--- src/serial_receiver_regs.svh ---
`ifndef SERIAL_RECEIVER_REGS_SVH
`define SERIAL_RECEIVER_REGS_SVH

// Bit positions within one 10-bit symbol period and byte clock phase length limits
`define BIT_LAST          4'h9
`define HALF_BYTE_BITS    4'h5
`define BYTE_START        4'h0
`define PHASE_LEN_MAX     4'hf
`define PHASE_LEN_START   4'h1

// Reframe-enable dwell before double-byte framing, in bytes
`define RF_DOUBLE_BYTES   12'h800

// Window for the second comma in double-byte framing, in bytes
`define DBL_WINDOW_BYTES  3'h5

// Comma symbol in both running disparities, first bit in bit 9
`define COMMA_RD_NEG      10'h0fa
`define COMMA_RD_POS      10'h305

// Decoded byte of the comma symbol and of the loop start symbol
`define COMMA_BYTE        8'hbc
`define LOOP_START_BYTE   8'h00

// Special code shown with the violation flag
`define VIOL_BYTE         8'he0

// Ones counts of a balanced sub-block
`define SIX_NEUTRAL       3'h3
`define FOUR_NEUTRAL      3'h2

// Self-test pattern register: seed and feedback tap
`define ST_SEED           9'h001
`define ST_TAP            4

// Reset values
`define RD_RESET          1'b0
`define TRANSLATOR_IDLE   1'b1

`endif

--- src/serial_receiver_pkg.sv ---
package serial_receiver_pkg;

   // Decoder result and running disparity after the symbol
   typedef struct packed {
      logic       rd;
      logic       viol;
      logic       sc;
      logic [7:0] data;
   } rx_dec_t;

   // Self-test progress, Gray coded along off, wait, run
   typedef enum logic [1:0] {
      ST_OFF  = 2'h0,
      ST_WAIT = 2'h1,
      ST_RUN  = 2'h3
   } st_state_t;

endpackage

--- src/serial_receiver_framer_decoder.sv ---
`include "serial_receiver_regs.svh"

module serial_receiver_framer_decoder (
   input  wire logic       sys_clk_i,
   input  wire logic       reset_i,
   input  wire logic       clk_en_i,
   input  wire logic       input_select_i,
   input  wire logic       serial_in_first_i,
   input  wire logic       serial_in_second_i,
   input  wire logic       translator_in_i,
   input  wire logic       translator_tied_i,
   input  wire logic       reframe_enable_i,
   input  wire logic       self_test_enable_n_i,
   output logic            recovered_byte_clock_o,
   output logic [7:0]      recovered_byte_o,
   output logic            special_char_flag_o,
   output logic            violation_flag_o,
   output logic            ready_o,
   output logic            translator_out_o
);
   import serial_receiver_pkg::*;

   function automatic rx_dec_t decode_symbol(input logic [9:0] sym, input logic rd_in);
      rx_dec_t    res;
      logic [5:0] six;
      logic [3:0] four;
      logic [4:0] lo5;
      logic [2:0] hi3;
      logic [2:0] ones6;
      logic [2:0] ones4;
      logic       bad6;
      logic       bad4;
      logic       k28;
      logic       alt;
      logic       derr;
      logic       rd_mid;
      six   = sym[9:4];
      four  = sym[3:0];
      lo5   = 5'h00;
      hi3   = 3'h0;
      bad6  = 1'b0;
      bad4  = 1'b0;
      ones6 = 3'($countones(sym[9:4]));
      ones4 = 3'($countones(sym[3:0]));
      unique case (six)
         6'h27, 6'h18: lo5 = 5'h00;
         6'h1d, 6'h22: lo5 = 5'h01;
         6'h2d, 6'h12: lo5 = 5'h02;
         6'h31:        lo5 = 5'h03;
         6'h35, 6'h0a: lo5 = 5'h04;
         6'h29:        lo5 = 5'h05;
         6'h19:        lo5 = 5'h06;
         6'h38, 6'h07: lo5 = 5'h07;
         6'h39, 6'h06: lo5 = 5'h08;
         6'h25:        lo5 = 5'h09;
         6'h15:        lo5 = 5'h0a;
         6'h34:        lo5 = 5'h0b;
         6'h0d:        lo5 = 5'h0c;
         6'h2c:        lo5 = 5'h0d;
         6'h1c:        lo5 = 5'h0e;
         6'h17, 6'h28: lo5 = 5'h0f;
         6'h1b, 6'h24: lo5 = 5'h10;
         6'h23:        lo5 = 5'h11;
         6'h13:        lo5 = 5'h12;
         6'h32:        lo5 = 5'h13;
         6'h0b:        lo5 = 5'h14;
         6'h2a:        lo5 = 5'h15;
         6'h1a:        lo5 = 5'h16;
         6'h3a, 6'h05: lo5 = 5'h17;
         6'h33, 6'h0c: lo5 = 5'h18;
         6'h26:        lo5 = 5'h19;
         6'h16:        lo5 = 5'h1a;
         6'h36, 6'h09: lo5 = 5'h1b;
         6'h0e, 6'h0f, 6'h30: lo5 = 5'h1c;
         6'h2e, 6'h11: lo5 = 5'h1d;
         6'h1e, 6'h21: lo5 = 5'h1e;
         6'h2b, 6'h14: lo5 = 5'h1f;
         default:      bad6 = 1'b1;
      endcase
      k28 = (six == 6'h0f) || (six == 6'h30);
      // Comma sub-block of positive disparity uses the bitwise inverted 4-bit code
      if (six == 6'h30)
      begin
         four = ~four;
      end
      unique case (four)
         4'hb, 4'h4:             hi3 = 3'h0;
         4'h9:                   hi3 = 3'h1;
         4'h5:                   hi3 = 3'h2;
         4'hc, 4'h3:             hi3 = 3'h3;
         4'hd, 4'h2:             hi3 = 3'h4;
         4'ha:                   hi3 = 3'h5;
         4'h6:                   hi3 = 3'h6;
         4'he, 4'h1, 4'h7, 4'h8: hi3 = 3'h7;
         default:                bad4 = 1'b1;
      endcase
      alt = (sym[3:0] == 4'h7) || (sym[3:0] == 4'h8);
      derr = ((ones6 > `SIX_NEUTRAL) && rd_in) || ((ones6 < `SIX_NEUTRAL) && !rd_in);
      rd_mid = (ones6 == `SIX_NEUTRAL) ? rd_in : (ones6 > `SIX_NEUTRAL);
      derr = derr || ((ones4 > `FOUR_NEUTRAL) && rd_mid) ||
             ((ones4 < `FOUR_NEUTRAL) && !rd_mid);
      res.rd = (ones4 == `FOUR_NEUTRAL) ? rd_mid : (ones4 > `FOUR_NEUTRAL);
      res.sc = k28 || (alt && ((lo5 == 5'h17) || (lo5 == 5'h1b) ||
                               (lo5 == 5'h1d) || (lo5 == 5'h1e)));
      res.data = {hi3, lo5};
      res.viol = bad6 || bad4 || derr;
      if (res.viol)
      begin
         res.sc   = 1'b1;
         res.data = `VIOL_BYTE;
      end
      return res;
   endfunction

   logic          serial_bit;
   logic [9:0]    shift_reg;
   logic [9:0]    decode_reg;
   logic [3:0]    bit_cnt_reg;
   logic [3:0]    bit_cnt_next;
   logic [3:0]    phase_len_reg;
   logic          comma_seen;
   logic          frame_hit;
   logic          byte_load;
   logic          clk_rise;
   logic          clk_fall;
   logic          rf_prev_reg;
   logic          ready_block_reg;
   logic [11:0]   rf_bytes_reg;
   logic          double_mode;
   logic          dbl_armed_reg;
   logic [3:0]    dbl_bit_reg;
   logic [2:0]    dbl_bytes_reg;
   logic          dbl_match;
   logic          rd_reg;
   rx_dec_t       dec;
   st_state_t     st_state_reg;
   logic [8:0]    st_gen;
   logic [8:0]    st_step;

   always_comb
   begin
      // first input when input_select_i is set, else second input, differential or single-ended leg
      serial_bit = input_select_i ? serial_in_first_i : serial_in_second_i;
   end

   always_ff @(posedge sys_clk_i)
   begin
      if (reset_i)
         translator_out_o <= `TRANSLATOR_IDLE;
      else if (clk_en_i)
         translator_out_o <= translator_tied_i ? `TRANSLATOR_IDLE : translator_in_i;
   end

   always_ff @(posedge sys_clk_i)
   begin
      if (reset_i)
         shift_reg <= 10'h000;
      else if (clk_en_i)
         shift_reg <= {shift_reg[8:0], serial_bit};
   end

   always_comb
   begin
      comma_seen = (shift_reg == `COMMA_RD_NEG) || (shift_reg == `COMMA_RD_POS);
      double_mode = rf_bytes_reg > `RF_DOUBLE_BYTES;
      dbl_match = dbl_armed_reg && (dbl_bit_reg == `BIT_LAST) &&
                  (dbl_bytes_reg < `DBL_WINDOW_BYTES);
      frame_hit = reframe_enable_i && comma_seen && (!double_mode || dbl_match);
      byte_load = frame_hit || (bit_cnt_reg == `BIT_LAST);
      bit_cnt_next = byte_load ? `BYTE_START : bit_cnt_reg + 4'h1;
      clk_rise = !recovered_byte_clock_o && (phase_len_reg >= `HALF_BYTE_BITS) &&
                 (bit_cnt_next < `HALF_BYTE_BITS);
      clk_fall = recovered_byte_clock_o && (phase_len_reg >= `HALF_BYTE_BITS) &&
                 (bit_cnt_next == `HALF_BYTE_BITS);
      dec = decode_symbol(decode_reg, rd_reg);
      st_gen = {special_char_flag_o, recovered_byte_o};
      st_step = {st_gen[7:0], st_gen[8] ^ st_gen[`ST_TAP]};
   end

   // bit counter within the byte, reset by the framer
   always_ff @(posedge sys_clk_i)
   begin
      if (reset_i)
         bit_cnt_reg <= `BYTE_START;
      else if (clk_en_i)
         bit_cnt_reg <= bit_cnt_next;
   end

   always_ff @(posedge sys_clk_i)
   begin
      if (reset_i)
         decode_reg <= 10'h000;
      else if (clk_en_i && byte_load)
         decode_reg <= shift_reg;
   end

   always_ff @(posedge sys_clk_i)
   begin
      if (reset_i)
      begin
         recovered_byte_clock_o <= 1'b0;
         phase_len_reg          <= `PHASE_LEN_START;
      end
      else if (clk_en_i)
      begin
         if (clk_rise || clk_fall)
         begin
            recovered_byte_clock_o <= !recovered_byte_clock_o;
            phase_len_reg          <= `PHASE_LEN_START;
         end
         else if (phase_len_reg != `PHASE_LEN_MAX)
            phase_len_reg <= phase_len_reg + 4'h1;
      end
   end

   always_ff @(posedge sys_clk_i)
   begin
      if (reset_i || !reframe_enable_i)
      begin
         rf_bytes_reg  <= 12'h000;
         dbl_armed_reg <= 1'b0;
         dbl_bit_reg   <= `BYTE_START;
         dbl_bytes_reg <= 3'h0;
      end
      else if (clk_en_i)
      begin
         if (byte_load && !double_mode)
            rf_bytes_reg <= rf_bytes_reg + 12'h001;
         if (comma_seen)
         begin
            dbl_armed_reg <= 1'b1;
            dbl_bit_reg   <= `BYTE_START;
            dbl_bytes_reg <= 3'h0;
         end
         else if (dbl_armed_reg)
         begin
            if (dbl_bit_reg == `BIT_LAST)
            begin
               dbl_bit_reg   <= `BYTE_START;
               dbl_bytes_reg <= dbl_bytes_reg + 3'h1;
               if (dbl_bytes_reg == `DBL_WINDOW_BYTES - 3'h1)
                  dbl_armed_reg <= 1'b0;
            end
            else
               dbl_bit_reg <= dbl_bit_reg + 4'h1;
         end
      end
   end

   // ready blocked from enable rise to comma
   always_ff @(posedge sys_clk_i)
   begin
      if (reset_i)
      begin
         rf_prev_reg     <= 1'b0;
         ready_block_reg <= 1'b0;
      end
      else if (clk_en_i)
      begin
         rf_prev_reg <= reframe_enable_i;
         if (reframe_enable_i && !rf_prev_reg)
            ready_block_reg <= 1'b1;
         else if (reframe_enable_i && comma_seen)
            ready_block_reg <= 1'b0;
      end
   end

   // self-test enable sampled at byte timing
   always_ff @(posedge sys_clk_i)
   begin
      if (reset_i)
         st_state_reg <= ST_OFF;
      else if (clk_en_i && clk_rise)
      begin
         if (self_test_enable_n_i)
            st_state_reg <= ST_OFF;
         else
         begin
            unique case (st_state_reg)
               ST_OFF:  st_state_reg <= ST_WAIT;
               ST_WAIT: if (!dec.viol && !dec.sc && (dec.data == `LOOP_START_BYTE))
                           st_state_reg <= ST_RUN;
               ST_RUN:  st_state_reg <= ST_RUN;
            endcase
         end
      end
   end

   // output register on byte clock rise
   always_ff @(posedge sys_clk_i)
   begin
      if (reset_i)
      begin
         recovered_byte_o    <= 8'h00;
         special_char_flag_o <= 1'b0;
         violation_flag_o    <= 1'b0;
         ready_o             <= 1'b0;
         rd_reg              <= `RD_RESET;
      end
      else if (clk_en_i && clk_rise)
      begin
         rd_reg <= dec.rd;
         if (!self_test_enable_n_i && (st_state_reg == ST_RUN))
         begin
            {special_char_flag_o, recovered_byte_o} <= st_step;
            violation_flag_o <= {dec.sc, dec.data} != st_gen;
            ready_o <= st_step == `ST_SEED;
         end
         else if (!self_test_enable_n_i && (st_state_reg == ST_WAIT) && !dec.viol &&
                  !dec.sc && (dec.data == `LOOP_START_BYTE))
         begin
            {special_char_flag_o, recovered_byte_o} <= `ST_SEED;
            violation_flag_o <= 1'b0;
            ready_o          <= 1'b0;
         end
         else
         begin
            recovered_byte_o    <= dec.data;
            special_char_flag_o <= dec.sc;
            violation_flag_o    <= dec.viol;
            ready_o             <= !ready_block_reg && self_test_enable_n_i &&
                                   !(dec.sc && !dec.viol && (dec.data == `COMMA_BYTE));
         end
      end
   end

endmodule

--- config.mk ---
export PLATFORM = sky130hd
export DESIGN_NAME = serial_receiver_framer_decoder
export DESIGN_NICKNAME = d
export VERILOG_FILES = /design/src/serial_receiver_pkg.sv /design/src/serial_receiver_framer_decoder.sv
export VERILOG_INCLUDE_DIRS = /design/src
export SDC_FILE = /design/constraint.sdc
export NUM_CORES = 1
export LEC_CHECK = 0
export BUFFER_PORTS_ARGS = -buffer_cell sky130_fd_sc_hd__buf_4
export CORE_MARGIN = 1
export CORE_UTILIZATION = 35
export CTS_CLUSTER_SIZE = 8
export DETAILED_ROUTE_END_ITERATION = 10
export GPL_ROUTABILITY_DRIVEN = 1
export REMOVE_ABC_BUFFERS = 1
export SETUP_SLACK_MARGIN = 0.3
export SKIP_CTS_REPAIR_TIMING = 1
export SYNTH_ARGS = -nofsm -noshare
export SYNTH_HDL_FRONTEND = slang
export SYNTH_SLANG_ARGS = --single-unit
--- constraint.sdc ---
create_clock -name sys_clk_i -period 4.3 [get_ports sys_clk_i]
set_input_delay 1.075 -clock sys_clk_i [delete_from_list [all_inputs] [get_ports sys_clk_i]]
set_output_delay 1.075 -clock sys_clk_i [all_outputs]
set_load 0.05 [all_outputs]
## After elaboration in Yosys (flattened, before gate mapping)

Index checks and enable logic that the tools add are counted.

| storage, ports and cells | value |
|---|---|
| register bits after elaboration | 66 |
| bits of input ports | 10 |
| output and inout bits | 13 |
| word-level logic and storage cells | 247 |

| cells by class | value |
|---|---|
| add/subtract/negate cells | 13 |
| $lt $le $gt $ge | 8 |
| equality and inequality tests | 83 |
| mux-type cells | 36 |
| bitwise operators | 2 |
| reduce and logical (&&, ||, !) cells | 87 |

Operators by type and width:

| kind | number |
|---|---|
| $pmux 5 s31 | 1 |
| $eq 6x6->1 const B | 24 |
| $eq 6x5->1 const B | 14 |
| $reduce_or 48->1 | 1 |
| $eq 6x4->1 const B | 7 |
| $eq 4x4->1 const B | 10 |
| $reduce_or 2->1 | 15 |
| $logic_and 1x1->1 | 28 |
| $mux 4 | 7 |
| $eq 4x3->1 const B | 6 |
| $pmux 3 s7 | 1 |
| $eq 5x5->1 const B | 4 |
| $eq 6x3->1 const B | 3 |
| $mux 1 | 18 |
| $logic_or 1x1->1 | 16 |
| $mux 8 | 2 |
| $reduce_or 14->1 | 1 |
| $add 12x1->12 const B | 1 |
| $add 4x1->4 const B | 3 |
| $gt 12x12->1 const B | 1 |
| $reduce_and 2->1 | 6 |
| $logic_not 1->1 | 11 |
| $add 1x1->2 | 5 |
| $eq 10x10->1 const B | 1 |
| 32 further kinds | 43 |

## Longest topological paths before layout

| depth | value |
|---|---|
| depth after elaboration | 16 |
| mapped depth | 18 |
| gate-level depth less buffers | 16 |

## Worst setup path before layout

Ideal clock, no wire load.

| timing | value |
|---|---|
| path kind | reg2reg |
| from | register decode_reg[4] |
| to | register violation_flag_o |
| library setup time | 0.131 ns |
| arrival | 3.636 ns |
| data required time | 4.169 ns |
| path slack | 0.533 ns |
| cell stages (with the launch flop) | 17 |
| path buffers | 1 |
| clock period less this slack | 3.767 ns |
| path through | dfxtp_1 > fa_1 > inv_1 > fa_1 > inv_1 > ha_1 > inv_1 > fa_1 > nor3b_1 > o311ai_0 > a211o_1 > a21oi_1 > buf_2 > nand2_1 > mux2i_1 > nor4_1 > a31oi_1 |

| on the way | value |
|---|---|
| word-level cells in the longest chain between the ends | 15 |
| elaborated cells between the ends (all ways) | 123 |
| those cells by class | add/sub: 3; order compare: 2; eq/ne: 68; mux: 9; reduce/logical: 41 |

Ends and longest elaborated chain:

| element | line | source |
|---|---|---|
| from (decl) | serial_receiver_framer_decoder.sv:117 | `logic [9:0] decode_reg;` |
| from (signal assigned) | serial_receiver_framer_decoder.sv:194 | `decode_reg <= shift_reg;` |
| branches (longest 14 deep; another with $add 2x2->3) | n/a |  |
| $mux 1 (*) | serial_receiver_framer_decoder.sv:303 | `if (!self_test_enable_n_i && (st_state_reg == ST_RUN))` |
| to (signal assigned) | serial_receiver_framer_decoder.sv:306 | `violation_flag_o <= {dec.sc, dec.data} != st_gen;` |
| to (signal assigned) | serial_receiver_framer_decoder.sv:320 | `violation_flag_o <= dec.viol;` |
| to (decl) | serial_receiver_framer_decoder.sv:17 | `output logic violation_flag_o,` |

Every way passes the cells marked *.
A chain may end at the register's enable or synchronous reset.

## Worst setup path after layout

| timing | value |
|---|---|
| from | register decode_reg[4] |
| to | register recovered_byte_o[0] |

| on the way | value |
|---|---|
| word-level cells in the longest chain between the ends | 15 |
| elaborated cells between the ends (all ways) | 122 |
| those cells by class | add/sub: 3; order compare: 2; eq/ne: 67; mux: 9; reduce/logical: 41 |

Ends and longest elaborated chain:

| element | line | source |
|---|---|---|
| branches (longest 13 deep; another with $add 2x2->3) | n/a |  |
| $mux 8 (*) | serial_receiver_framer_decoder.sv:309 | `else if (!self_test_enable_n_i && (st_state_reg == ST_WAIT) && !dec.viol &&` |
| $mux 8 (*) | serial_receiver_framer_decoder.sv:303 |  |
| to (signal assigned) | serial_receiver_framer_decoder.sv:305 | `{special_char_flag_o, recovered_byte_o} <= st_step;` |
| to (signal assigned) | serial_receiver_framer_decoder.sv:312 | `` {special_char_flag_o, recovered_byte_o} <= `ST_SEED; `` |
| to (signal assigned) | serial_receiver_framer_decoder.sv:318 | `recovered_byte_o <= dec.data;` |
| to (decl) | serial_receiver_framer_decoder.sv:15 | `output logic [7:0] recovered_byte_o,` |

Marked as above.

==> impl_metrics.yaml <==
grt:
  grt_use_total_pct: 16.5
  grt_max_degree: 42
  grt_pass1_wl_microns: 19200
  grt_pass1_vias: 4034
  grt_overflow: 0
  antenna_found_initial: 0
drt:
  ant_nets: 0
  detail_route.wl_per_cell_microns: 14.6
  vias: 4247
  routed_wirelength_microns: 11200
  viasPerCell: 5.54
  highest_layer: "met4"
  met2WireLength_microns: 5320
  first_pass_iters: 6
  m1WireLength_microns: 5220
  drt_iter0_markers: 383
  dr_wl_met3_microns: 479
  remaining_drc_errors: 0
sta:
  timing.fmax_mhz: 260
  final_hold_viol_count: 0
  fin_crit_sh_pct: 89.4
  skew_ns: 0.00748
  rsz0062_at_grt: "true"
  relSlewSlack_pct: 51.2
  final_max_slew_viol_count: 0
  tightestPinTransition_ns: 0.733
  setup_tns_ns: 0
  worst_slack_ns: 0.454
  final.min_clock_period_ns: 3.85
  setup_viol: 0
placement:
  gp_congestion: 0.896
  port_buffers: 22
  dp_cells: 746
  dp_slack_ns: 0.217
  placed_cell_area_sq_um: 4890
  dp_hpwl_microns: 7780
critical_path:
  cp-startpoint: "decode_reg[4]"
  path_cells: "fa_1 -> inv_1 -> fa_1 -> inv_1 -> ha_1 -> inv_1 -> fa_1 -> nand2b_1 -> nand2_1 -> nand2_1 -> a211o_1 -> a21oi_4 -> nand4_1 -> nor4_2 -> o21ai_1 -> a311oi_2"
  slowest_delay_ns: 0.53
  crit_path_start_kind: "flop"
  r2r_cells: 16
  critPathMaxFanout: 5
  r2r_setup_slack_ns: 0.45
  cp-endpoint: "recovered_byte_o[0]"
  rr_endpoint: "recovered_byte_o[0]"
  critical_path_required_ns: 4.53
  cp-end-kind: "flop"
  crit_arrival_ns: 4.08
  worstSetupPathType: "reg2reg"
  r2r-start: "decode_reg[4]"
  cpMaxStageDelayCell: "fa_1"
floorplanning:
  die_h_microns: 118
  start_util_pct: 36.4
  rows: 41
  core_sq_um: 12800
  die_x_microns: 118
  ios: 23
  dieArea_sq_um: 13800
clock_tree:
  htreeDepth: 3
  cts_tree: "built"
  cts_buffer_depth: 2
  cts-root-buf: "clkbuf_16"
  clock_sinks: 66
  clkSlewWorstSetupHoldPaths_ns: 0.06
  insertion_delay_ns: 0.33
  cts_buffers: 9
yosys:
  synth_top_cells_by_area: "dfxtp_1 (28%), nor2_1 (5.9%), mux2i_1 (5.8%)"
  yosysTopAreaCell: "dfxtp_1"
  yosys_warnings: 0
  synthesis.area_sq_um: 4670
  synth_xor_area_share_pct: 3.38
  synth_most_common_cell: "nor2_1"
  synthMuxAreaShare_pct: 6.83
  synthSimpleGateAreaFrac_pct: 27.4
  synth_top_cells_by_count: "nor2_1 (73), dfxtp_1 (66), nand2_1 (47)"
  syn_area_per_cell_sq_um: 8.11
  syn_inst: 576
  yosysTopAreaCellShare_pct: 28.3
  synth_adder_area_share_pct: 7.34
  synth_top_family_by_area: "simple AND/OR/NAND/NOR gates"
  synth_compound_area_share_pct: 19.3
  synth_edf_count: 0
  async_flop_share_pct: 0
  synth-main-ff-cell: "dfxtp_1"
  seq_area_frac_synth_pct: 28.3
  synthDistinctLibCells: 84
  ys_seq_elements: 66
final_layout:
  multi_input_area_sq_um: 3030
  final_cells: 767
  largest_reg_flops: 12
  regArea_sq_um: 1320
  antennaDiodeCount: 0
  design_area_sq_um: 5270
  final_layout_size_suffix_gt1_share_pct: 13.9
  fillers: 1328
  fin_nets: 625
  area_growth_pct: 12.9
job:
  drv_cap: 0
power_and_ir_drop:
  p_per_area_nw_per_um2: 287
  peakVddDrop_mv: 0.259
  leakagePower_nw: 2.06
  finalPower_mw: 1.51
min_path:
  hp-class: "reg2reg"
outcome:
  status: "finished, final reports clean"
## per-layer routing
| metal | vias up | GRT usage (%) |
|---|---|---|
| li1 | 2118 | - |
| met1 | 2010 | 22.3 |
| met2 | 105 | 26.7 |
| met3 | 14 | 3.25 |
| met4 | 0 | 4.81 |
| met5 | - | 0 |
## metrics by stage
step / utilization [%] / hold WS (ns)
final: 41.1 / 0.477
after global routing: 41.1 / 0.506
after CTS: 40.6 / 0.479
after detailed placement: 38.1 / 0.457
after global placement: 38.1 / 0.443
after floorplan: - / 0.431
## final cells by class
type	instances	share of cell area, %
multi-input cells	444	57.5
flip-flops and latches	66	25.1
repair buffers	35	5.01
clock buffers	11	4.79
well taps	172	4.08
inverters	34	2.42
clock inverters	5	1.14
## report_power, final
group          leakage, nW  total, mW  switching [mW]  internal [mW]
clock                0.152      0.763           0.280          0.482
sequential           0.534      0.644          0.0189          0.625
combinational         1.37      0.108          0.0678         0.0403
## critical path, delay by kind of cell (launching register included)
family                   cells  cell delay [ns]
buffers and inverters        3             0.15
AO/OA/AOI/OAI                4             0.95
flip-flops                   1             0.35
AND/OR/NAND/NOR              5             0.71
adder cells (fa/ha/maj)      4             1.59
## layout by cell type, fill, tap and decap left out, drive strengths merged, types with 6 or more instances in the layout
cell type and n:
inv 35, and3 10, nor2 73, ha 21, a21oi 37, and4b 6, nor3b 7, nand3 16
nand3b 6, mux2i 27, xor2 14, nor2b 8, nand2 47, o21ai 26, nor4 6, buf 35
nand4 9, clkbuf 11, a211oi 13, nor3 16, nand2b 6, dfxtp 66
## worst min-delay path by stage
stage                     cells after the start          endpoint        startpoint
after floorplan                               2       rf_prev_reg       rf_prev_reg
after global placement                        2       rf_prev_reg       rf_prev_reg
after detailed placement                      2       rf_prev_reg       rf_prev_reg
after CTS                                     2       rf_prev_reg       rf_prev_reg
after global routing                          2       rf_prev_reg       rf_prev_reg
final                                         2  rf_bytes_reg[11]  rf_bytes_reg[11]
## cells by family after synthesis
family | count (synthesis)
muxes | 31
xor gates and xnor gates | 18
adders and majority gates | 25
buffers and inverters | 66
DFF | 66
AOI/OAI and AO/OA | 131
and+or+nand+nor | 239
Power figures use the tool's default switching activity.
